[config.mk]
export PLATFORM = sky130hd
export DESIGN_NAME = rsq_reset_sequencer
export DESIGN_NICKNAME = d
export VERILOG_FILES = /design/src/inc/rsq_pkg.sv /design/src/rtl/rsq_reset_sequencer.sv
export VERILOG_INCLUDE_DIRS = /design/src /design/src/inc
export SDC_FILE = /design/constraint.sdc
export NUM_CORES = 1
export LEC_CHECK = 0
export BUFFER_PORTS_ARGS = -buffer_cell sky130_fd_sc_hd__buf_4
export CAP_MARGIN = 10
export CORE_MARGIN = 2
export CORE_UTILIZATION = 45
export CTS_CLUSTER_DIAMETER = 80
export CTS_CLUSTER_SIZE = 16
export DETAILED_ROUTE_END_ITERATION = 10
export HOLD_SLACK_MARGIN = 0.08
export MAX_ROUTING_LAYER = met4
export PLACE_DENSITY = 0.68
export SYNTH_ARGS = -nofsm -noshare
export SYNTH_HDL_FRONTEND = slang
export SYNTH_SLANG_ARGS = --single-unit
[constraint.sdc]
create_clock -name ref_clk_in -period 2.6 [get_ports ref_clk_in]
set_clock_uncertainty 0.05 [all_clocks]
set_input_delay 0.26 -clock ref_clk_in [delete_from_list [all_inputs] [get_ports ref_clk_in]]
set_output_delay 0.26 -clock ref_clk_in [all_outputs]
set_load 0.01 [all_outputs]
[src/inc/rsq_regs.svh]
// constants for the reset sequencer: register map, fields, timing counts
// assumes a 20 MHz reference clock and a 4-bit register port
`ifndef RSQ_REGS_SVH
`define RSQ_REGS_SVH

// ----------------------------------------------------------------
// register map (4-bit address, 4-bit data)
// ----------------------------------------------------------------
`define RSQ_ADDR_STATUS   4'h0
`define RSQ_ADDR_WDT_SEL  4'h2
`define RSQ_ADDR_WDT_CLR  4'h3

// status fields
`define RSQ_ST_CAUSE_BIT  0
`define RSQ_ST_RUN_BIT    1
`define RSQ_ST_THR_BIT    2
`define RSQ_ST_CEP_BIT    3

// watchdog clear flag position
`define RSQ_CLR_BIT       3

// interval select codes
`define RSQ_SEL_OFF       2'h0
`define RSQ_SEL_SHORT     2'h1
`define RSQ_SEL_BAD       2'h2
`define RSQ_SEL_LONG      2'h3
`define RSQ_SEL_RESET     2'h3

// watchdog terminal counts (interval minus one)
`define RSQ_WDT_W          18
`define RSQ_WDT_SHORT_LAST 18'h0ffff
`define RSQ_WDT_LONG_LAST  18'h1ffff

// ----------------------------------------------------------------
// timing
// ----------------------------------------------------------------
`define RSQ_CLK_HZ        20000000
`define RSQ_CARRY_MS      100
`define RSQ_START_MS      50
`define RSQ_TSET_HALF_MS  50
`define RSQ_CARRY_CYC     (`RSQ_CARRY_MS * (`RSQ_CLK_HZ / 1000))
`define RSQ_START_CYC     (`RSQ_START_MS * (`RSQ_CLK_HZ / 1000))
`define RSQ_HALF_CYC      (`RSQ_TSET_HALF_MS * (`RSQ_CLK_HZ / 1000))

`endif

[src/inc/rsq_pkg.sv]
// types used by the reset sequencer; its bench does not import them
// assumes rsq_regs.svh supplies the numeric constants
package rsq_pkg;

  // ----------------------------------------------------------------
  // sequencer states
  // ----------------------------------------------------------------
  typedef enum logic [2:0] {
    RSQ_HOLD = 3'b001,
    RSQ_WAIT = 3'b010,
    RSQ_RUN  = 3'b100
  } rsq_state_t;

endpackage : rsq_pkg

[src/rtl/rsq_reset_sequencer.sv]
// reset sequencer with watchdog for a small tuning controller
// assumes all inputs synchronous to ref_clk_in; the controller clock
// itself keeps running, osc_enable_out gates the crystal for the core
`include "rsq_regs.svh"

module rsq_reset_sequencer #(
  parameter int CARRY_CYC = `RSQ_CARRY_CYC,
  parameter int START_CYC = `RSQ_START_CYC,
  parameter int HALF_CYC  = `RSQ_HALF_CYC,
  parameter int CNT_W     = 21
) (
  input  wire logic       ref_clk_in,       // controller clock
  input  wire logic       resetn_in,        // async reset, low
  input  wire logic       power_on_clear_signal_in, // detector out
  input  wire logic       reset_pin_n_in,   // reset pin, low
  input  wire logic       chip_enable_in,   // chip-enable pin
  input  wire logic       clock_stop_in,    // core stop pulse
  input  wire logic       halt_in,          // core halt level
  input  wire logic       ext_int_in,       // interrupt pin
  input  wire logic       wake_port_in,     // wake port level
  input  wire logic       instr_in,         // one per instr
  input  wire logic [3:0] addr_in,          // register address
  input  wire logic [3:0] wdata_in,         // write data
  input  wire logic       wr_in,            // write strobe
  input  wire logic       rd_in,            // read strobe
  output logic      [3:0] rdata_out,        // read data
  output logic            osc_enable_out,   // crystal enable
  output logic            core_init_out,    // full init level
  output logic            wdt_init_out,     // partial init pulse
  output logic            start_out,        // start at 0 pulse
  output logic            run_out,          // executing level
  output logic            carry_set_out,    // carry set pulse
  output logic            thr_low_out,      // low threshold
  output logic            stop_release_out  // wake pulse
);

  // ----------------------------------------------------------------
  // constants and helpers
  // ----------------------------------------------------------------
  localparam logic [CNT_W-1:0] CARRY_LAST =
    CNT_W'(CARRY_CYC - 1);
  localparam logic [CNT_W-1:0] START_LOAD =
    CNT_W'(CARRY_CYC - START_CYC);
  localparam logic [CNT_W-1:0] HALF_LOAD = CNT_W'(HALF_CYC);
  localparam int               WDT_W     = `RSQ_WDT_W;
  localparam logic [CNT_W-1:0] CNT_ONE   = CNT_W'(1);
  localparam logic [WDT_W-1:0] WDT_ONE   = WDT_W'(1);

  function automatic logic wdt_on(input logic [1:0] sel);
    // the prohibited code is treated like disabled
    wdt_on = (sel == `RSQ_SEL_SHORT) || (sel == `RSQ_SEL_LONG);
  endfunction : wdt_on

  function automatic logic [`RSQ_WDT_W-1:0] wdt_last(
    input logic [1:0] sel
  );
    if (sel == `RSQ_SEL_SHORT)
      wdt_last = `RSQ_WDT_SHORT_LAST;
    else
      wdt_last = `RSQ_WDT_LONG_LAST;
  endfunction : wdt_last

  // ----------------------------------------------------------------
  // declarations
  // ----------------------------------------------------------------
  rsq_pkg::rsq_state_t   state_reg;
  rsq_pkg::rsq_state_t   state_next;
  logic                  hold_req;
  logic [CNT_W-1:0]      carry_cnt_reg;
  logic                  carry_set_reg;
  logic                  stopped_reg;
  logic                  wake_evt;
  logic [CNT_W-1:0]      win_cnt_reg;
  logic                  thr_low_reg;
  logic                  ce_prev_reg;
  logic                  ce_rise;
  logic                  ce_pend_reg;
  logic [1:0]            sel_reg;
  logic                  sel_done_reg;
  logic [`RSQ_WDT_W-1:0] wdt_cnt_reg;
  logic                  wdt_run;
  logic                  wdt_fire;
  logic                  wdt_init_reg;
  logic                  cause_reg;
  logic                  clr_wr;
  logic                  stat_rd;
  logic                  start_reg;
  logic                  run_reg;
  logic                  init_reg;
  logic                  osc_reg;
  logic                  rel_reg;
  logic [3:0]            rdata_reg;

  // ----------------------------------------------------------------
  // reset sources and sequencing
  // ----------------------------------------------------------------
  // detector wins over everything, chip-enable included
  assign hold_req = power_on_clear_signal_in
                  || !reset_pin_n_in;

  always_comb
  begin
    state_next = state_reg;
    unique case (state_reg)
      rsq_pkg::RSQ_HOLD:
      begin
        if (!hold_req)
          state_next = rsq_pkg::RSQ_WAIT;
      end
      rsq_pkg::RSQ_WAIT:
      begin
        if (carry_set_reg)
          state_next = rsq_pkg::RSQ_RUN;
      end
      rsq_pkg::RSQ_RUN:
      begin
        state_next = rsq_pkg::RSQ_RUN;
      end
      default:
      begin
        state_next = rsq_pkg::RSQ_HOLD;
      end
    endcase
    if (hold_req)
      state_next = rsq_pkg::RSQ_HOLD;
  end

  always_ff @(posedge ref_clk_in or negedge resetn_in)
  begin
    if (!resetn_in)
      state_reg <= rsq_pkg::RSQ_HOLD;
    else
      state_reg <= state_next;
  end

  // level outputs follow the next state so they leave a flop
  always_ff @(posedge ref_clk_in or negedge resetn_in)
  begin
    if (!resetn_in)
    begin
      init_reg <= 1'b1;
      run_reg  <= 1'b0;
      osc_reg  <= 1'b0;
    end
    else
    begin
      init_reg <= (state_next == rsq_pkg::RSQ_HOLD);
      run_reg  <= (state_next == rsq_pkg::RSQ_RUN);
      // crystal off in hold and while clock stopped
      osc_reg  <= (state_next != rsq_pkg::RSQ_HOLD)
                && !(stopped_reg && !wake_evt)
                && !clock_stop_in;
    end
  end

  // ----------------------------------------------------------------
  // basic timer 0 carry
  // ----------------------------------------------------------------
  // preset on release so the first set edge comes half a period on;
  // a watchdog reset leaves this counter alone
  always_ff @(posedge ref_clk_in or negedge resetn_in)
  begin
    if (!resetn_in)
    begin
      carry_cnt_reg <= START_LOAD;
      carry_set_reg <= 1'b0;
    end
    else if (state_reg == rsq_pkg::RSQ_HOLD)
    begin
      carry_cnt_reg <= START_LOAD;
      carry_set_reg <= 1'b0;
    end
    else if (stopped_reg)
    begin
      carry_set_reg <= 1'b0;
    end
    else if (carry_cnt_reg == CARRY_LAST)
    begin
      carry_cnt_reg <= '0;
      carry_set_reg <= 1'b1;
    end
    else
    begin
      carry_cnt_reg <= carry_cnt_reg + CNT_ONE;
      carry_set_reg <= 1'b0;
    end
  end

  // ----------------------------------------------------------------
  // clock stop, wake and detector threshold
  // ----------------------------------------------------------------
  assign wake_evt = stopped_reg && (ext_int_in || wake_port_in);

  always_ff @(posedge ref_clk_in or negedge resetn_in)
  begin
    if (!resetn_in)
      stopped_reg <= 1'b0;
    else if (state_reg == rsq_pkg::RSQ_HOLD)
      stopped_reg <= 1'b0;
    else if (wake_evt)
      stopped_reg <= 1'b0;
    else if (clock_stop_in && state_reg == rsq_pkg::RSQ_RUN)
      stopped_reg <= 1'b1;
  end

  always_ff @(posedge ref_clk_in or negedge resetn_in)
  begin
    if (!resetn_in)
      rel_reg <= 1'b0;
    else
      rel_reg <= wake_evt;
  end

  // threshold stays low for half a setting time after wake, so the
  // supply has that long to climb before a clear can trip
  always_ff @(posedge ref_clk_in or negedge resetn_in)
  begin
    if (!resetn_in)
      win_cnt_reg <= '0;
    else if (state_reg == rsq_pkg::RSQ_HOLD)
      win_cnt_reg <= '0;
    else if (wake_evt)
      win_cnt_reg <= HALF_LOAD;
    else if (win_cnt_reg != '0)
      win_cnt_reg <= win_cnt_reg - CNT_ONE;
  end

  always_ff @(posedge ref_clk_in or negedge resetn_in)
  begin
    if (!resetn_in)
      thr_low_reg <= 1'b0;
    else
      thr_low_reg <= (stopped_reg && !wake_evt)
                   || wake_evt
                   || (win_cnt_reg > CNT_W'(1));
  end

  // ----------------------------------------------------------------
  // chip-enable reset
  // ----------------------------------------------------------------
  always_ff @(posedge ref_clk_in or negedge resetn_in)
  begin
    if (!resetn_in)
      ce_prev_reg <= 1'b0;
    else
      ce_prev_reg <= chip_enable_in;
  end

  assign ce_rise = chip_enable_in && !ce_prev_reg;

  // rises before execution are swallowed by the pending start
  always_ff @(posedge ref_clk_in or negedge resetn_in)
  begin
    if (!resetn_in)
      ce_pend_reg <= 1'b0;
    // a full reset beats a CE edge seen in the same cycle
    else if (state_reg != rsq_pkg::RSQ_RUN || hold_req)
      ce_pend_reg <= 1'b0;
    else if ((ce_rise && !stopped_reg) || wake_evt)
      ce_pend_reg <= 1'b1;
    else if (carry_set_reg)
      ce_pend_reg <= 1'b0;
  end

  // ----------------------------------------------------------------
  // start at address zero
  // ----------------------------------------------------------------
  always_ff @(posedge ref_clk_in or negedge resetn_in)
  begin
    if (!resetn_in)
      start_reg <= 1'b0;
    else if (hold_req)
      start_reg <= 1'b0;
    else
      start_reg <= (state_reg == rsq_pkg::RSQ_WAIT
                    && carry_set_reg)
                 || (state_reg == rsq_pkg::RSQ_RUN
                    && ce_pend_reg && carry_set_reg)
                 || wdt_fire;
  end

  // ----------------------------------------------------------------
  // register port decode
  // ----------------------------------------------------------------
  assign clr_wr  = wr_in && (addr_in == `RSQ_ADDR_WDT_CLR)
                 && wdata_in[`RSQ_CLR_BIT];
  assign stat_rd = rd_in && (addr_in == `RSQ_ADDR_STATUS);

  // ----------------------------------------------------------------
  // watchdog interval select
  // ----------------------------------------------------------------
  // only full resets re-arm the single write
  always_ff @(posedge ref_clk_in or negedge resetn_in)
  begin
    if (!resetn_in)
    begin
      sel_reg      <= `RSQ_SEL_RESET;
      sel_done_reg <= 1'b0;
    end
    else if (state_reg == rsq_pkg::RSQ_HOLD)
    begin
      sel_reg      <= `RSQ_SEL_RESET;
      sel_done_reg <= 1'b0;
    end
    else if (wr_in && addr_in == `RSQ_ADDR_WDT_SEL
             && !sel_done_reg)
    begin
      sel_reg      <= wdata_in[1:0];
      sel_done_reg <= 1'b1;
    end
  end

  // ----------------------------------------------------------------
  // watchdog counter
  // ----------------------------------------------------------------
  assign wdt_run = (state_reg == rsq_pkg::RSQ_RUN)
                 && !stopped_reg && !halt_in
                 && wdt_on(sel_reg)
                 && instr_in;

  // firmware must clear before the terminal count
  assign wdt_fire = wdt_run && !clr_wr && !hold_req
                  && (wdt_cnt_reg == wdt_last(sel_reg));

  always_ff @(posedge ref_clk_in or negedge resetn_in)
  begin
    if (!resetn_in)
      wdt_cnt_reg <= '0;
    else if (state_reg == rsq_pkg::RSQ_HOLD)
      wdt_cnt_reg <= '0;
    else if (clr_wr)
      wdt_cnt_reg <= '0;
    else if (wdt_fire)
      wdt_cnt_reg <= '0;
    else if (wdt_run)
      wdt_cnt_reg <= wdt_cnt_reg + WDT_ONE;
  end

  // partial init: select, clear flag, carry and CE state untouched
  always_ff @(posedge ref_clk_in or negedge resetn_in)
  begin
    if (!resetn_in)
      wdt_init_reg <= 1'b0;
    else
      wdt_init_reg <= wdt_fire;
  end

  // read-clear flag; a new expiry beats a same-cycle read
  always_ff @(posedge ref_clk_in or negedge resetn_in)
  begin
    if (!resetn_in)
      cause_reg <= 1'b0;
    else if (wdt_fire)
      cause_reg <= 1'b1;
    else if (state_reg == rsq_pkg::RSQ_HOLD)
      cause_reg <= 1'b0;
    else if (stat_rd)
      cause_reg <= 1'b0;
  end

  // ----------------------------------------------------------------
  // read data
  // ----------------------------------------------------------------
  // valid only in the cycle after the strobe, zero otherwise
  always_ff @(posedge ref_clk_in or negedge resetn_in)
  begin
    if (!resetn_in)
      rdata_reg <= 4'h0;
    else if (!rd_in)
      rdata_reg <= 4'h0;
    else
    begin
      unique case (addr_in)
        `RSQ_ADDR_STATUS:
          rdata_reg <= {ce_pend_reg, thr_low_reg,
                        run_reg, cause_reg};
        `RSQ_ADDR_WDT_SEL:
          rdata_reg <= {2'h0, sel_reg};
        default:
          rdata_reg <= 4'h0;
      endcase
    end
  end

  // ----------------------------------------------------------------
  // outputs
  // ----------------------------------------------------------------
  assign rdata_out        = rdata_reg;
  assign osc_enable_out   = osc_reg;
  assign core_init_out    = init_reg;
  assign wdt_init_out     = wdt_init_reg;
  assign start_out        = start_reg;
  assign run_out          = run_reg;
  assign carry_set_out    = carry_set_reg;
  assign thr_low_out      = thr_low_reg;
  assign stop_release_out = rel_reg;

endmodule : rsq_reset_sequencer

==> results of run 1 <==
synthesized netlist by cell type, types with 3 or more instances:
library cell / n
a221o_1: 4
a21oi_1: 19
nor3b_1: 3
a31oi_1: 8
nand4_1: 17
o31ai_1: 3
a211oi_1: 5
nand2b_1: 3
nor4_1: 8
and3_1: 8
mux2i_1: 6
nor2_1: 47
nand3b_1: 4
a21o_1: 3
xor2_1: 6
dfstp_2: 11
or2_2: 6
o21ai_0: 22
or3_2: 3
o22ai_1: 3
or4_1: 5
ha_1: 5
or3_1: 4
nor2b_1: 6
nand2_1: 41
nor3_1: 24
nand3_1: 32
clkbuf_1: 14
and4_1: 3
and2_1: 6
dfrtp_1: 71
inv_1: 13
xnor2_1: 17
power groups by stage:
stage | clock network [W] | registers, W | logic [W]
2_1_floorplan | 0 | 0.00151 | 0.00105
3_3_place_gp | 0 | 0.00153 | 0.00134
6_report | 0.00109 | 0.00152 | 0.00140
5_1_grt | 0.00118 | 0.00153 | 0.00157
3_5_place_dp | 0 | 0.00154 | 0.00136
4_1_cts | 0.00112 | 0.00152 | 0.00138
layer usage:
layer,wire length [um],vias up,global-route usage
met2,4830,96,0.345
met4,123,0,0.0729
met5,0,-,-
met3,481,16,0.0316
li1,-,1838,-
met1,4830,1858,0.277
worst max-delay path, cell delays in order, from the launching register on:
cell	delay, ns
dfrtp_1	0.44
ha_1	0.19
inv_1	0.07
or4_1	0.53
or4_4	0.60
nand2_1	0.26
o311ai_0	0.18
area by class of cell:
class	count	area, um^2	area share
inverters	13	48.8	0.00946
multi-input cells	361	2260	0.437
clock inverters	5	104	0.0201
clock buffers	11	131	0.0255
repair buffers	50	385	0.0747
well taps	133	166	0.0323
flip-flops and latches	82	2070	0.401
through the flow:
stage / total power [W] / cells / setup slack, ns
finish: 0.00401 / 655 / 0.135
global route: 0.00428 / 655 / 0.00408
CTS: 0.00401 / 655 / 0.0811
detailed placement: 0.00290 / 635 / -0.0776
global placement: 0.00287 / 635 / 0.109
floorplan: 0.00256 / 473 / 0.241
timing repair:
action | 4_1_cts | 5_1_grt
pin swaps | 0 | 0
endpoints found under the setup margin | 2 | 1
endpoints found under the hold margin | 44 | 0
hold buffers | 4 | 0
resized for setup | 1 | 2
final timing paths:
path / startpoint / endpoint / cells after the start
min in group asynchronous: resetn_in / rdata_out[2] / 2
max in group asynchronous: resetn_in / carry_cnt_reg[6] / 3
max reg2reg: wdt_cnt_reg[0] / wdt_cnt_reg[13] / 6
max: wdt_cnt_reg[0] / wdt_cnt_reg[13] / 6
min reg2reg: wdt_cnt_reg[10] / wdt_cnt_reg[10] / 1
min: wdata_in[0] / sel_reg[0] / 3
cell families after synthesis:
group	share of synthesized area
simple gates	0.302
compound gates	0.131
flops	0.466
buf+inv	0.0277
xor+xnor	0.0455
mux	0.0136
fa+ha+maj	0.0141
cell usage in the layout, fill, tap and decap left out, types with 3 or more instances in the layout:
cell            n
nand4_1        17
o21ai_0        22
and3_1          8
a21oi_1        19
bufinv_16       3
or4b_4          3
a221o_1         4
or4_1           5
or3_1           4
nand2_1        41
or3_2           3
and2_1          6
clkbuf_8        9
nand2b_1        3
mux2i_1         6
xor2_1          6
a31oi_1         8
buf_4          46
nor3_1         24
nor4_1          8
dfstp_2        11
nor2_1         46
a21o_1          3
xnor2_1        17
o22ai_1         3
nor3b_1         3
nor2b_1         6
o31ai_1         3
nand3b_1        4
dfrtp_1        71
dlygate4sd3_1   4
and4_1          3
nand3_1        32
a211oi_1        5
or2_2           6
ha_1            5
inv_1          13
==> flow_summary.rst, run 1 <==
.. list-table::
   :header-rows: 1

   * - Metric
     - Value
   * - Post-synth EDFFs
     - 0
   * - Setup violators final
     - 0
   * - Synthesis warning total
     - 0
   * - Max Clk Rate
     - 0.406 GHz
   * - Overflow left after global routing
     - 0
   * - Clock insertion delay at the later pin of the skew report
     - 0.35 ns
   * - Relative slew slack
     - 0.480
   * - Via Count
     - 3808
   * - Gr usage total
     - 0.214
   * - Residual DRC count
     - 0
   * - Via count of the first global-routing pass
     - 3672
   * - Maximum number of pins on one net before global-route repair
     - 48
   * - Core area
     - a little under 10000 um^2
   * - Proportion of register bits with asynchronous set or reset after synthesis
     - 1.00
   * - First-pass GRT wire length
     - around 17 mm
   * - Post-route core utilization
     - 0.533
   * - Count of routing violations after the opening detailed-route iteration
     - 210
   * - Routability cong.
     - 0.821
   * - Power share of the clock group
     - 0.272
   * - Cell variety after synth
     - 63
   * - Number of detailed-routing iterations run before antenna repair
     - 5
   * - Part of the cycle the worst path needs
     - 0.948
   * - Portion of total power attributed to sequential cells
     - 0.378
   * - Required time at the endpoint of the critical path
     - 2.75 ns
   * - Die Y-Extent
     - 103 um
   * - Class of the most critical hold timing path
     - in -> reg
   * - H-tree level count
     - 3
   * - Cell count after synthesis
     - 473
   * - Number of nets still failing antenna checks after routing
     - 0
   * - Cell area after technology mapping
     - 4430 um^2
   * - Per-cell via count in the routed design
     - slightly below 6
   * - Synth area leaders
     - dfrtp_1 40%, dfstp_2 6.5%, nor2_1 4.0%
   * - Post-Synthesis Net Count
     - 498
   * - PwrDens
     - around 780 nW/um^2
   * - Count of pins over their slew limit
     - 0
   * - Register-to-register path setup slack
     - roughly 0.13 ns
   * - Final Net Count
     - 542
   * - Number of clock sinks
     - 82
   * - Worst setup SP type
     - flop
   * - Proportion of layout cells with a drive suffix above 1
     - 0.184
   * - Setup repair after global routing missed its margin
     - no
   * - Antenna violations before repair
     - 0
   * - Die area
     - roughly 11000 um^2
   * - Wire length reported by the detailed router
     - 10.3 mm
   * - Clk pin slew, worst setup/hold paths
     - 0.08 ns
   * - Type of the setup path with the least slack
     - reg -> reg
   * - FP Rows
     - 36
   * - Switching share of total power
     - 0.330
   * - Final sum of negative setup slack
     - 0 ns
   * - Number of buffers between clock root and the deepest sink
     - 2
   * - Fill cells
     - around 860
   * - Final Hold Violating Endpoints
     - 0
   * - Leakage Power
     - about 2.1 nW
   * - Switching pwr
     - 0.00133 W
   * - Top fanout value on the critical path
     - 13
   * - Fraction of post-synthesis cell area in the top cell type by area
     - 0.401
   * - Slew at the pin closest to its max-slew limit
     - 0.776 ns
   * - Initial standard-cell utilization of the core
     - 0.458
   * - TritonCTS clock tree
     - built
   * - Antenna cell count
     - 0
   * - Boundary Pins
     - 32
   * - Element type at the critical path end
     - flop
   * - Avg WL per Cell
     - 15.7 um
   * - Final min period
     - 2.47 ns
   * - Number of synthesized register bits
     - approximately 80
   * - Cell type with the largest total area after synthesis
     - dfrtp_1
   * - Post-synth top flop
     - dfrtp_1
   * - Area growth from synthesis to layout
     - 16.4%
   * - Fraction of the yosys area taken by sequential cells
     - 0.466
   * - Cts bufs inserted
     - 9
   * - Power share of the combinational group
     - 0.350
   * - Average footprint of a synthesized cell
     - 9.37 um^2
   * - Master cell of the clock root buffer
     - clkbuf_8
   * - Total half-perimeter wirelength after legalization and detailed placement
     - 7.17 mm
   * - Final instance area
     - 5160 um^2
   * - Width of the chip
     - roughly 100 um
   * - Worst voltage drop across the vdd grid
     - about 0.48 mV
   * - Outcome
     - complete, no violations
   * - Max-Cap Viols
     - 0
   * - Worst slack on hold paths
     - 0.0953 ns
   * - Cell-internal power
     - between 0.002 and 0.003 W
   * - Arr. time, crit path
     - 2.62 ns
   * - Total placed instance area
     - 4870 um^2
   * - Port buffer count
     - 30
   * - Setup Buffers After CTS
     - 0
Power figures use the tool's default switching activity.
==> inputs of run 2 (changes only) <==
- PLACE_DENSITY: 0.68 -> default
==> flow_summary.rst, run 2 (synthesis results as in run 1) <==
.. list-table::
   :header-rows: 1

   * - Metric
     - Value
   * - Final Hold Violating Endpoints
     - 0 (unchanged)
   * - Number of buffers between clock root and the deepest sink
     - 2 (unchanged)
   * - Boundary Pins
     - 32 (unchanged)
   * - Max Clk Rate
     - 0.404 GHz (was 0.406 GHz)
   * - TritonCTS clock tree
     - built (unchanged)
   * - Kind of cell adding the most delay to the critical path
     - simple AND/OR/NAND/NOR gates (unchanged)
   * - Count of routing violations after the opening detailed-route iteration
     - 138 (was 210)
   * - Slew at the pin closest to its max-slew limit
     - 0.766 ns (was 0.776 ns)
   * - Proportion of layout cells with a drive suffix above 1
     - 0.187 (was 0.184)
   * - Gr usage total
     - 0.219 (was 0.214)
   * - Via Count
     - 3728 (was 3808)
   * - Routability cong.
     - 0.825 (was 0.821)
   * - Wire length reported by the detailed router
     - 10.4 mm (was 10.3 mm)
   * - Cts bufs inserted
     - 9 (unchanged)
   * - Area growth from synthesis to layout
     - 15.8% (was 16.4%)
   * - Die area
     - 10700 um^2 (unchanged)
   * - Worst voltage drop across the vdd grid
     - 0.352 mV (was 0.485 mV)
   * - Buf/Inv on CP
     - 1 (unchanged)
   * - Top fanout value on the critical path
     - 4 (was 13)
   * - Antenna cell count
     - 0 (unchanged)
   * - Maximum number of pins on one net before global-route repair
     - 51 (was 48)
   * - Post-route core utilization
     - 0.530 (was 0.533)
   * - Relative slew slack
     - 0.486 (was 0.480)
   * - Number of detailed-routing iterations run before antenna repair
     - 4 (was 5)
   * - Commonest cells after routing, fill and taps aside
     - 71 x dfrtp_1, 47 x nor2_1, 46 x buf_4 (was 71 x dfrtp_1, 46 x nor2_1, 46 x buf_4)
   * - Type of the setup path with the least slack
     - reg -> reg (unchanged)
   * - Final min period
     - 2.47 ns (about the same)
   * - Setup repair after global routing missed its margin
     - no (unchanged)
   * - FP Rows
     - 36 (unchanged)
   * - Via count of the first global-routing pass
     - 3595 (was 3672)
   * - Max-Cap Viols
     - 0 (unchanged)
   * - Overflow left after global routing
     - 0 (unchanged)
   * - Outcome
     - complete, no violations (unchanged)
   * - Clk pin slew, worst setup/hold paths
     - 0.09 ns (was 0.08 ns)
   * - Initial standard-cell utilization of the core
     - 0.458 (unchanged)
   * - Arr. time, crit path
     - 2.66 ns (was 2.62 ns)
   * - Part of the cycle the worst path needs
     - 0.952 (was 0.948)
   * - Final sum of negative setup slack
     - 0 ns (unchanged)
   * - PwrDens
     - 737 nW/um^2 (was 778 nW/um^2)
   * - Master cell of the clock root buffer
     - clkbuf_8 (unchanged)
   * - Antenna violations before repair
     - 0 (unchanged)
   * - Worst setup SP type
     - flop (unchanged)
   * - H-tree level count
     - 3 (unchanged)
   * - Avg WL per Cell
     - 15.8 um (was 15.7 um)
   * - Number of clock sinks
     - 82 (unchanged)
   * - Per-cell via count in the routed design
     - 5.67 (was 5.81)
   * - Slowest cell on crit path
     - or4b_4 (was or4_4)
   * - Class of the most critical hold timing path
     - in -> reg (unchanged)
   * - Core area
     - 9680 um^2 (unchanged)
   * - Critical path, cell by cell
     - inv_1 -> ha_1 -> or4b_4 -> or3_2 -> a2111oi_2 -> xnor2_1 -> nor2_1 (was ha_1 -> inv_1 -> or4_1 -> or4_4 -> nand2_1 -> o311ai_0)
   * - Setup violators final
     - 0 (unchanged)
   * - Number of nets still failing antenna checks after routing
     - 0 (unchanged)
   * - Total half-perimeter wirelength after legalization and detailed placement
     - 7.23 mm (was 7.17 mm)
   * - Critical path's largest stage delay
     - 0.51 ns (was 0.60 ns)
   * - Element type at the critical path end
     - flop (unchanged)
   * - Final Net Count
     - 544 (was 542)
   * - Width of the chip
     - 103 um (unchanged)
   * - Leakage Power
     - 2.12 nW (was 2.14 nW)
   * - Clock insertion delay at the later pin of the skew report
     - 0.36 ns (was 0.35 ns)
   * - Die Y-Extent
     - 103 um (unchanged)
   * - Required time at the endpoint of the critical path
     - 2.79 ns (was 2.75 ns)
   * - First-pass GRT wire length
     - 17.6 mm (was 17.4 mm)
   * - Count of pins over their slew limit
     - 0 (unchanged)
   * - Leading cell type in the layout, fill and taps excluded
     - dfrtp_1 (unchanged)
   * - Port buffer count
     - 30 (unchanged)
   * - Residual DRC count
     - 0 (unchanged)
## run 2: changes by cell type in the layout (fill, tap and decap cells not counted), sizes merged
| cell | previous run | this run |
|---|---|---|
| clkinv | 2 | 3 |
| buf | 46 | 47 |
| dlygate4sd3 | 4 | 5 |
| clkinvlp | 0 | 4 |
| bufinv | 3 | 0 |
| clkbuf | 11 | 9 |
## run 2: path summary, 6_finish.rpt
check                               start                end  slack, ns  depth (start not counted)
setup / recovery           win_cnt_reg[0]    win_cnt_reg[12]       0.13                          7
min in group asynchronous       resetn_in          cause_reg       0.33                          2
max in group asynchronous       resetn_in  carry_cnt_reg[16]       1.49                          3
hold / removal                      rd_in       rdata_out[1]       0.14                          3
hold reg to reg               thr_low_out       rdata_out[2]       0.44                          1
setup reg to reg           win_cnt_reg[0]    win_cnt_reg[12]       0.13                          7
## run 2: timing repair
| action | in CTS | in global routing |
|---|---|---|
| gates resized for setup | 0 | 2 |
| setup endpoints to repair | 0 | 2 |
| buffers inserted | 0 | 0 |
| hold buffers | 5 | 0 |
| hold endpoints to repair | 33 | 0 |
## run 2: worst register-to-register path, cell delays in order (launching register included)
cell	delay, ns
dfrtp_1	0.43
inv_1	0.10
ha_1	0.19
or4b_4	0.51
or3_2	0.47
a2111oi_2	0.38
xnor2_1	0.16
nor2_1	0.05
## run 2: area by class of cell
cell class / instances / area (um^2)
clock buffer: 9 / 124
clock inverter: 7 / 56.3
fill: 909 / 4550
inverter: 13 / 48.8
multi-input combinational: 361 / 2250
sequential: 82 / 2070
tap: 133 / 166
timing repair buffer: 52 / 415
## run 2: metal layers
layer,global-route usage,share of wire,vias to the layer above
met3,0.0269,0.032,13
met2,0.336,0.45,66
met1,0.304,0.50,1808
met4,0.0709,0.014,0
met5,-,0,-
li1,-,-,1841
## run 2: metrics by stage
stage	hold slack, ns	setup WS, ns	total power, W	cells	instance area [um^2]
floorplan	-0.0856	0.241	0.00256	473	4430
global placement	0.189	0.124	0.00289	636	4890
detailed placement	0.191	0.0846	0.00290	636	4890
CTS	0.119	0.0696	0.00378	657	5120
global route	0.135	0.00885	0.00404	657	5130
finish	0.135	0.125	0.00378	657	5130
## run 2: report_power, final
group	switching (W)	total [W]	internal [W]	leakage, nW
Clock	0.000503	0.000854	0.000351	0.0777
Sequential	0.000125	0.00151	0.00138	1.09
Combinational	0.000747	0.00142	0.000673	0.949
Total	0.00137	0.00378	0.00241	2.12
==> inputs of run 3 (changes only) <==
- ABC_AREA: default -> 1
==> flow_summary.rst, run 3 <==
.. list-table::
   :header-rows: 1

   * - Metric
     - Value
   * - Post-synth EDFFs
     - 0 (unchanged)
   * - Number of detailed-routing iterations run before antenna repair
     - 5 (was 4)
   * - Commonest cells after routing, fill and taps aside
     - 164 x nand2_1, 107 x nor2_1, 80 x inv_1 (was 71 x dfrtp_1, 47 x nor2_1, 46 x buf_4)
   * - Number of nets still failing antenna checks after routing
     - 0 (unchanged)
   * - Residual DRC count
     - 0 (unchanged)
   * - Fill cells
     - 1049 (was 909)
   * - Cell area after technology mapping
     - 4890 um^2 (was 4430 um^2)
   * - Top fanout value on the critical path
     - 8 (was 4)
   * - Master cell of the clock root buffer
     - clkbuf_8 (unchanged)
   * - Final min period
     - 1.93 ns (was 2.47 ns)
   * - Fraction of post-synthesis cell area in the top cell type by area
     - 0.363 (was 0.401)
   * - Proportion of register bits with asynchronous set or reset after synthesis
     - 1.00 (unchanged)
   * - FP Rows
     - 38 (was 36)
   * - Post-Synth Adder-Cell Area
     - 0.0128 (was 0.0141)
   * - Overflow left after global routing
     - 0 (unchanged)
   * - Clock insertion delay at the later pin of the skew report
     - 0.37 ns (was 0.36 ns)
   * - Maximum number of pins on one net before global-route repair
     - 49 (was 51)
   * - Cell variety after synth
     - 36 (was 63)
   * - Dominant combinational cell family by area after synthesis
     - simple AND/OR/NAND/NOR gates (unchanged)
   * - Most repeated cell in the gate-level netlist after synthesis
     - nand2_1 (was dfrtp_1)
   * - Max Clk Rate
     - 0.517 GHz (was 0.404 GHz)
   * - Required time at the endpoint of the critical path
     - 2.80 ns (was 2.79 ns)
   * - Synthesis warning total
     - 0 (unchanged)
   * - Worst slack on hold paths
     - 0.0960 ns (was 0.135 ns)
   * - Power share of the combinational group
     - 0.428 (was 0.375)
   * - Synth area leaders
     - dfrtp_1 36%, nand2_1 13%, nor2_1 8.2% (was dfrtp_1 40%, dfstp_2 6.5%, nor2_1 4.0%)
   * - Die area
     - 11700 um^2 (was 10700 um^2)
   * - Number of buffers between clock root and the deepest sink
     - 2 (unchanged)
   * - PwrDens
     - 822 nW/um^2 (was 737 nW/um^2)
   * - Relative slew slack
     - 0.485 (was 0.486)
   * - Routability cong.
     - 0.935 (was 0.825)
   * - Final Net Count
     - 724 (was 544)
   * - Leading cell type in the layout, fill and taps excluded
     - nand2_1 (was dfrtp_1)
   * - Gr usage total
     - 0.218 (was 0.219)
   * - Class of the most critical hold timing path
     - in -> reg (unchanged)
   * - Post-synth top flop
     - dfrtp_1 (unchanged)
   * - Cell-internal power
     - 0.00260 W (was 0.00241 W)
   * - Sequential cell area in the final layout
     - 2070 um^2 (unchanged)
   * - Final Hold Violating Endpoints
     - 0 (unchanged)
   * - Cell type with the largest total area after synthesis
     - dfrtp_1 (unchanged)
   * - Element type at the critical path end
     - flop (unchanged)
   * - Setup violators final
     - 0 (unchanged)
   * - Avg WL per Cell
     - 13.6 um (was 15.8 um)
   * - Count of pins over their slew limit
     - 0 (unchanged)
   * - Worst setup SP type
     - flop (unchanged)
   * - Type of the setup path with the least slack
     - reg -> reg (unchanged)
   * - Switching pwr
     - 0.00191 W (was 0.00137 W)
   * - Critical path's largest stage delay
     - 0.55 ns (was 0.51 ns)
   * - Die Y-Extent
     - 108 um (was 103 um)
   * - Synth top cells by count
     - 164 x nand2_1, 107 x nor2_1, 80 x inv_1 (was 71 x dfrtp_1, 47 x nor2_1, 41 x nand2_1)
   * - Critical path, cell by cell
     - nand3_1 -> nand2_1 -> inv_1 -> nor2_1 -> xor2_1 -> nor2_1 (was inv_1 -> ha_1 -> or4b_4 -> or3_2 -> a2111oi_2 -> xnor2_1 -> nor2_1)
   * - Switching share of total power
     - 0.424 (was 0.363)
   * - Final sum of negative setup slack
     - 0 ns (unchanged)
   * - TritonCTS clock tree
     - built (unchanged)
   * - First-pass GRT wire length
     - 19.6 mm (was 17.6 mm)
   * - Arr. time, crit path
     - 2.13 ns (was 2.66 ns)
   * - Via count of the first global-routing pass
     - 4192 (was 3595)
   * - Antenna violations before repair
     - 0 (unchanged)
   * - Number of synthesized register bits
     - 82 (unchanged)
   * - Max-Cap Viols
     - 0 (unchanged)
   * - Port buffer count
     - 30 (unchanged)
   * - Synth Area in Compound Gates
     - 0.0786 (was 0.131)
   * - Boundary Pins
     - 32 (unchanged)
   * - Total half-perimeter wirelength after legalization and detailed placement
     - 8.42 mm (was 7.23 mm)
   * - Number of clock sinks
     - 82 (unchanged)
   * - Post-Synthesis Net Count
     - 686 (was 498)
   * - Outcome
     - complete, no violations (unchanged)
   * - Portion of total power attributed to sequential cells
     - 0.361 (was 0.399)
   * - Layout Cells excl Fill
     - 844 (was 657)
   * - Setup repair after global routing missed its margin
     - no (unchanged)
   * - Slowest cell on crit path
     - dfstp_2 (was or4b_4)
   * - Average footprint of a synthesized cell
     - 7.40 um^2 (was 9.37 um^2)
   * - Setup slack of the critical path after layout
     - 0.667 ns (was 0.125 ns)
   * - Clk pin slew, worst setup/hold paths
     - 0.08 ns (was 0.09 ns)
   * - Via Count
     - 4254 (was 3728)
   * - Synthesized-area fraction occupied by and/or/nand/nor cells
     - 0.357 (was 0.302)
   * - Wire length reported by the detailed router
     - 11.5 mm (was 10.4 mm)
   * - Part of the cycle the worst path needs
     - 0.744 (was 0.952)
   * - Cell count after synthesis
     - 661 (was 473)
   * - Per-cell via count in the routed design
     - 5.04 (was 5.67)
   * - Post-route core utilization
     - 0.513 (was 0.530)
   * - Most common cell type on the critical path
     - nor2_1
   * - H-tree level count
     - 3 (unchanged)
   * - Initial standard-cell utilization of the core
     - 0.457 (was 0.458)
   * - Mux contribution to synthesized area
     - 0 (was 0.0136)
   * - Cells after DPL
     - 825 (was 636)
   * - Cts bufs inserted
     - 9 (unchanged)
   * - Proportion of layout cells with a drive suffix above 1
     - 0.146 (was 0.187)
   * - Slew at the pin closest to its max-slew limit
     - 0.772 ns (was 0.766 ns)
   * - Post-placement worst setup slack
     - 0.647 ns (was 0.0846 ns)
   * - Worst voltage drop across the vdd grid
     - 0.520 mV (was 0.352 mV)
   * - Area share of xor/xnor cells in the synthesized design
     - 0.0502 (was 0.0455)
   * - Footprint of the multi-input gates
     - 2440 um^2 (was 2250 um^2)
   * - Core area
     - 10700 um^2 (was 9680 um^2)
   * - Width of the chip
     - 108 um (was 103 um)
   * - Leakage Power
     - 2.68 nW (was 2.12 nW)
   * - Fraction of the yosys area taken by sequential cells
     - 0.423 (was 0.466)
   * - Count of routing violations after the opening detailed-route iteration
     - 247 (was 138)
   * - Power share of the clock group
     - 0.211 (was 0.226)
   * - Antenna cell count
     - 0 (unchanged)
   * - Area growth from synthesis to layout
     - 12.3% (was 15.8%)
run 3: changes by cell type in the layout (fill, tap and decap cells not counted), moves of 8 or more:
cell | before | now
a31oi_1 | 8 | 0
and3_1 | 8 | 0
nor4_1 | 8 | 0
nand4_1 | 17 | 26
nand2_1 | 41 | 164
inv_1 | 13 | 80
nor2_1 | 47 | 107
nor3_1 | 24 | 14
nand3_1 | 32 | 48
nor2_2 | 0 | 15
buf_4 | 46 | 34
xor2_1 | 6 | 18
o21ai_2 | 0 | 13
run 3: power by group through the flow:
stage | clock network (W) | registers [W] | logic, W
CTS | 0.000984 | 0.00163 | 0.00193
finish | 0.000952 | 0.00163 | 0.00193
global placement | 0 | 0.00165 | 0.00188
detailed placement | 0 | 0.00165 | 0.00192
floorplan | 0 | 0.00161 | 0.00152
global route | 0.00104 | 0.00166 | 0.00221
run 3: timing repair:
action | 4_1_cts | 5_1_grt
endpoints found under the hold margin | 32 | 0
resized for setup | 0 | 0
setup buffers | 0 | 0
hold buffers | 3 | 0
run 3: cell type report:
cell class | count | area share
inverter | 81 | 0.0568
multi-input combinational | 487 | 0.444
sequential | 82 | 0.376
tap | 140 | 0.0319
timing repair buffer | 38 | 0.0556
clock buffer | 11 | 0.0258
clock inverter | 5 | 0.00980
run 3: critical path, delay by kind of cell (launching register included):
family / cells / cell delay [ns]
AND/OR/NAND/NOR: 4 / 0.84
buffers and inverters: 1 / 0.22
flip-flops: 1 / 0.55
XOR/XNOR: 1 / 0.15
run 3: logic make-up (layout without fill, tap and decap cells):
logic type | Yosys count | in the layout
compound gates | 63 | 63
buf+inv | 92 | 135
fa+ha+maj | 5 | 5
simple gates | 391 | 391
flops | 82 | 82
xor+xnor | 28 | 28
run 3: final timing paths:
path                       cells after the start                 to         start  slack, ns
max reg2reg                                    6  carry_cnt_reg[12]  state_reg[0]       0.67
min reg2reg                                    2       rdata_out[2]   thr_low_out       0.45
max                                            6  carry_cnt_reg[12]  state_reg[0]       0.67
max in group asynchronous                      3  carry_cnt_reg[19]     resetn_in       1.50
min in group asynchronous                      2    wdt_cnt_reg[12]     resetn_in       0.32
min                                            3         sel_reg[0]   wdata_in[0]        0.1
run 3: stage by stage:
stage / instance area, um^2 / power, W
2_1_floorplan: 4890 / 0.00313
3_3_place_gp: 5260 / 0.00353
3_5_place_dp: 5260 / 0.00357
4_1_cts: 5490 / 0.00455
5_1_grt: 5490 / 0.00490
6_report: 5490 / 0.00451
run 3: routing by layer:
layer  GRT usage  share of wire  vias up
met2       0.352           0.46       75
met1       0.283           0.48     1980
met4      0.0824          0.014        0
met5           -              0        -
met3      0.0277          0.045       12
li1            -              -     2187
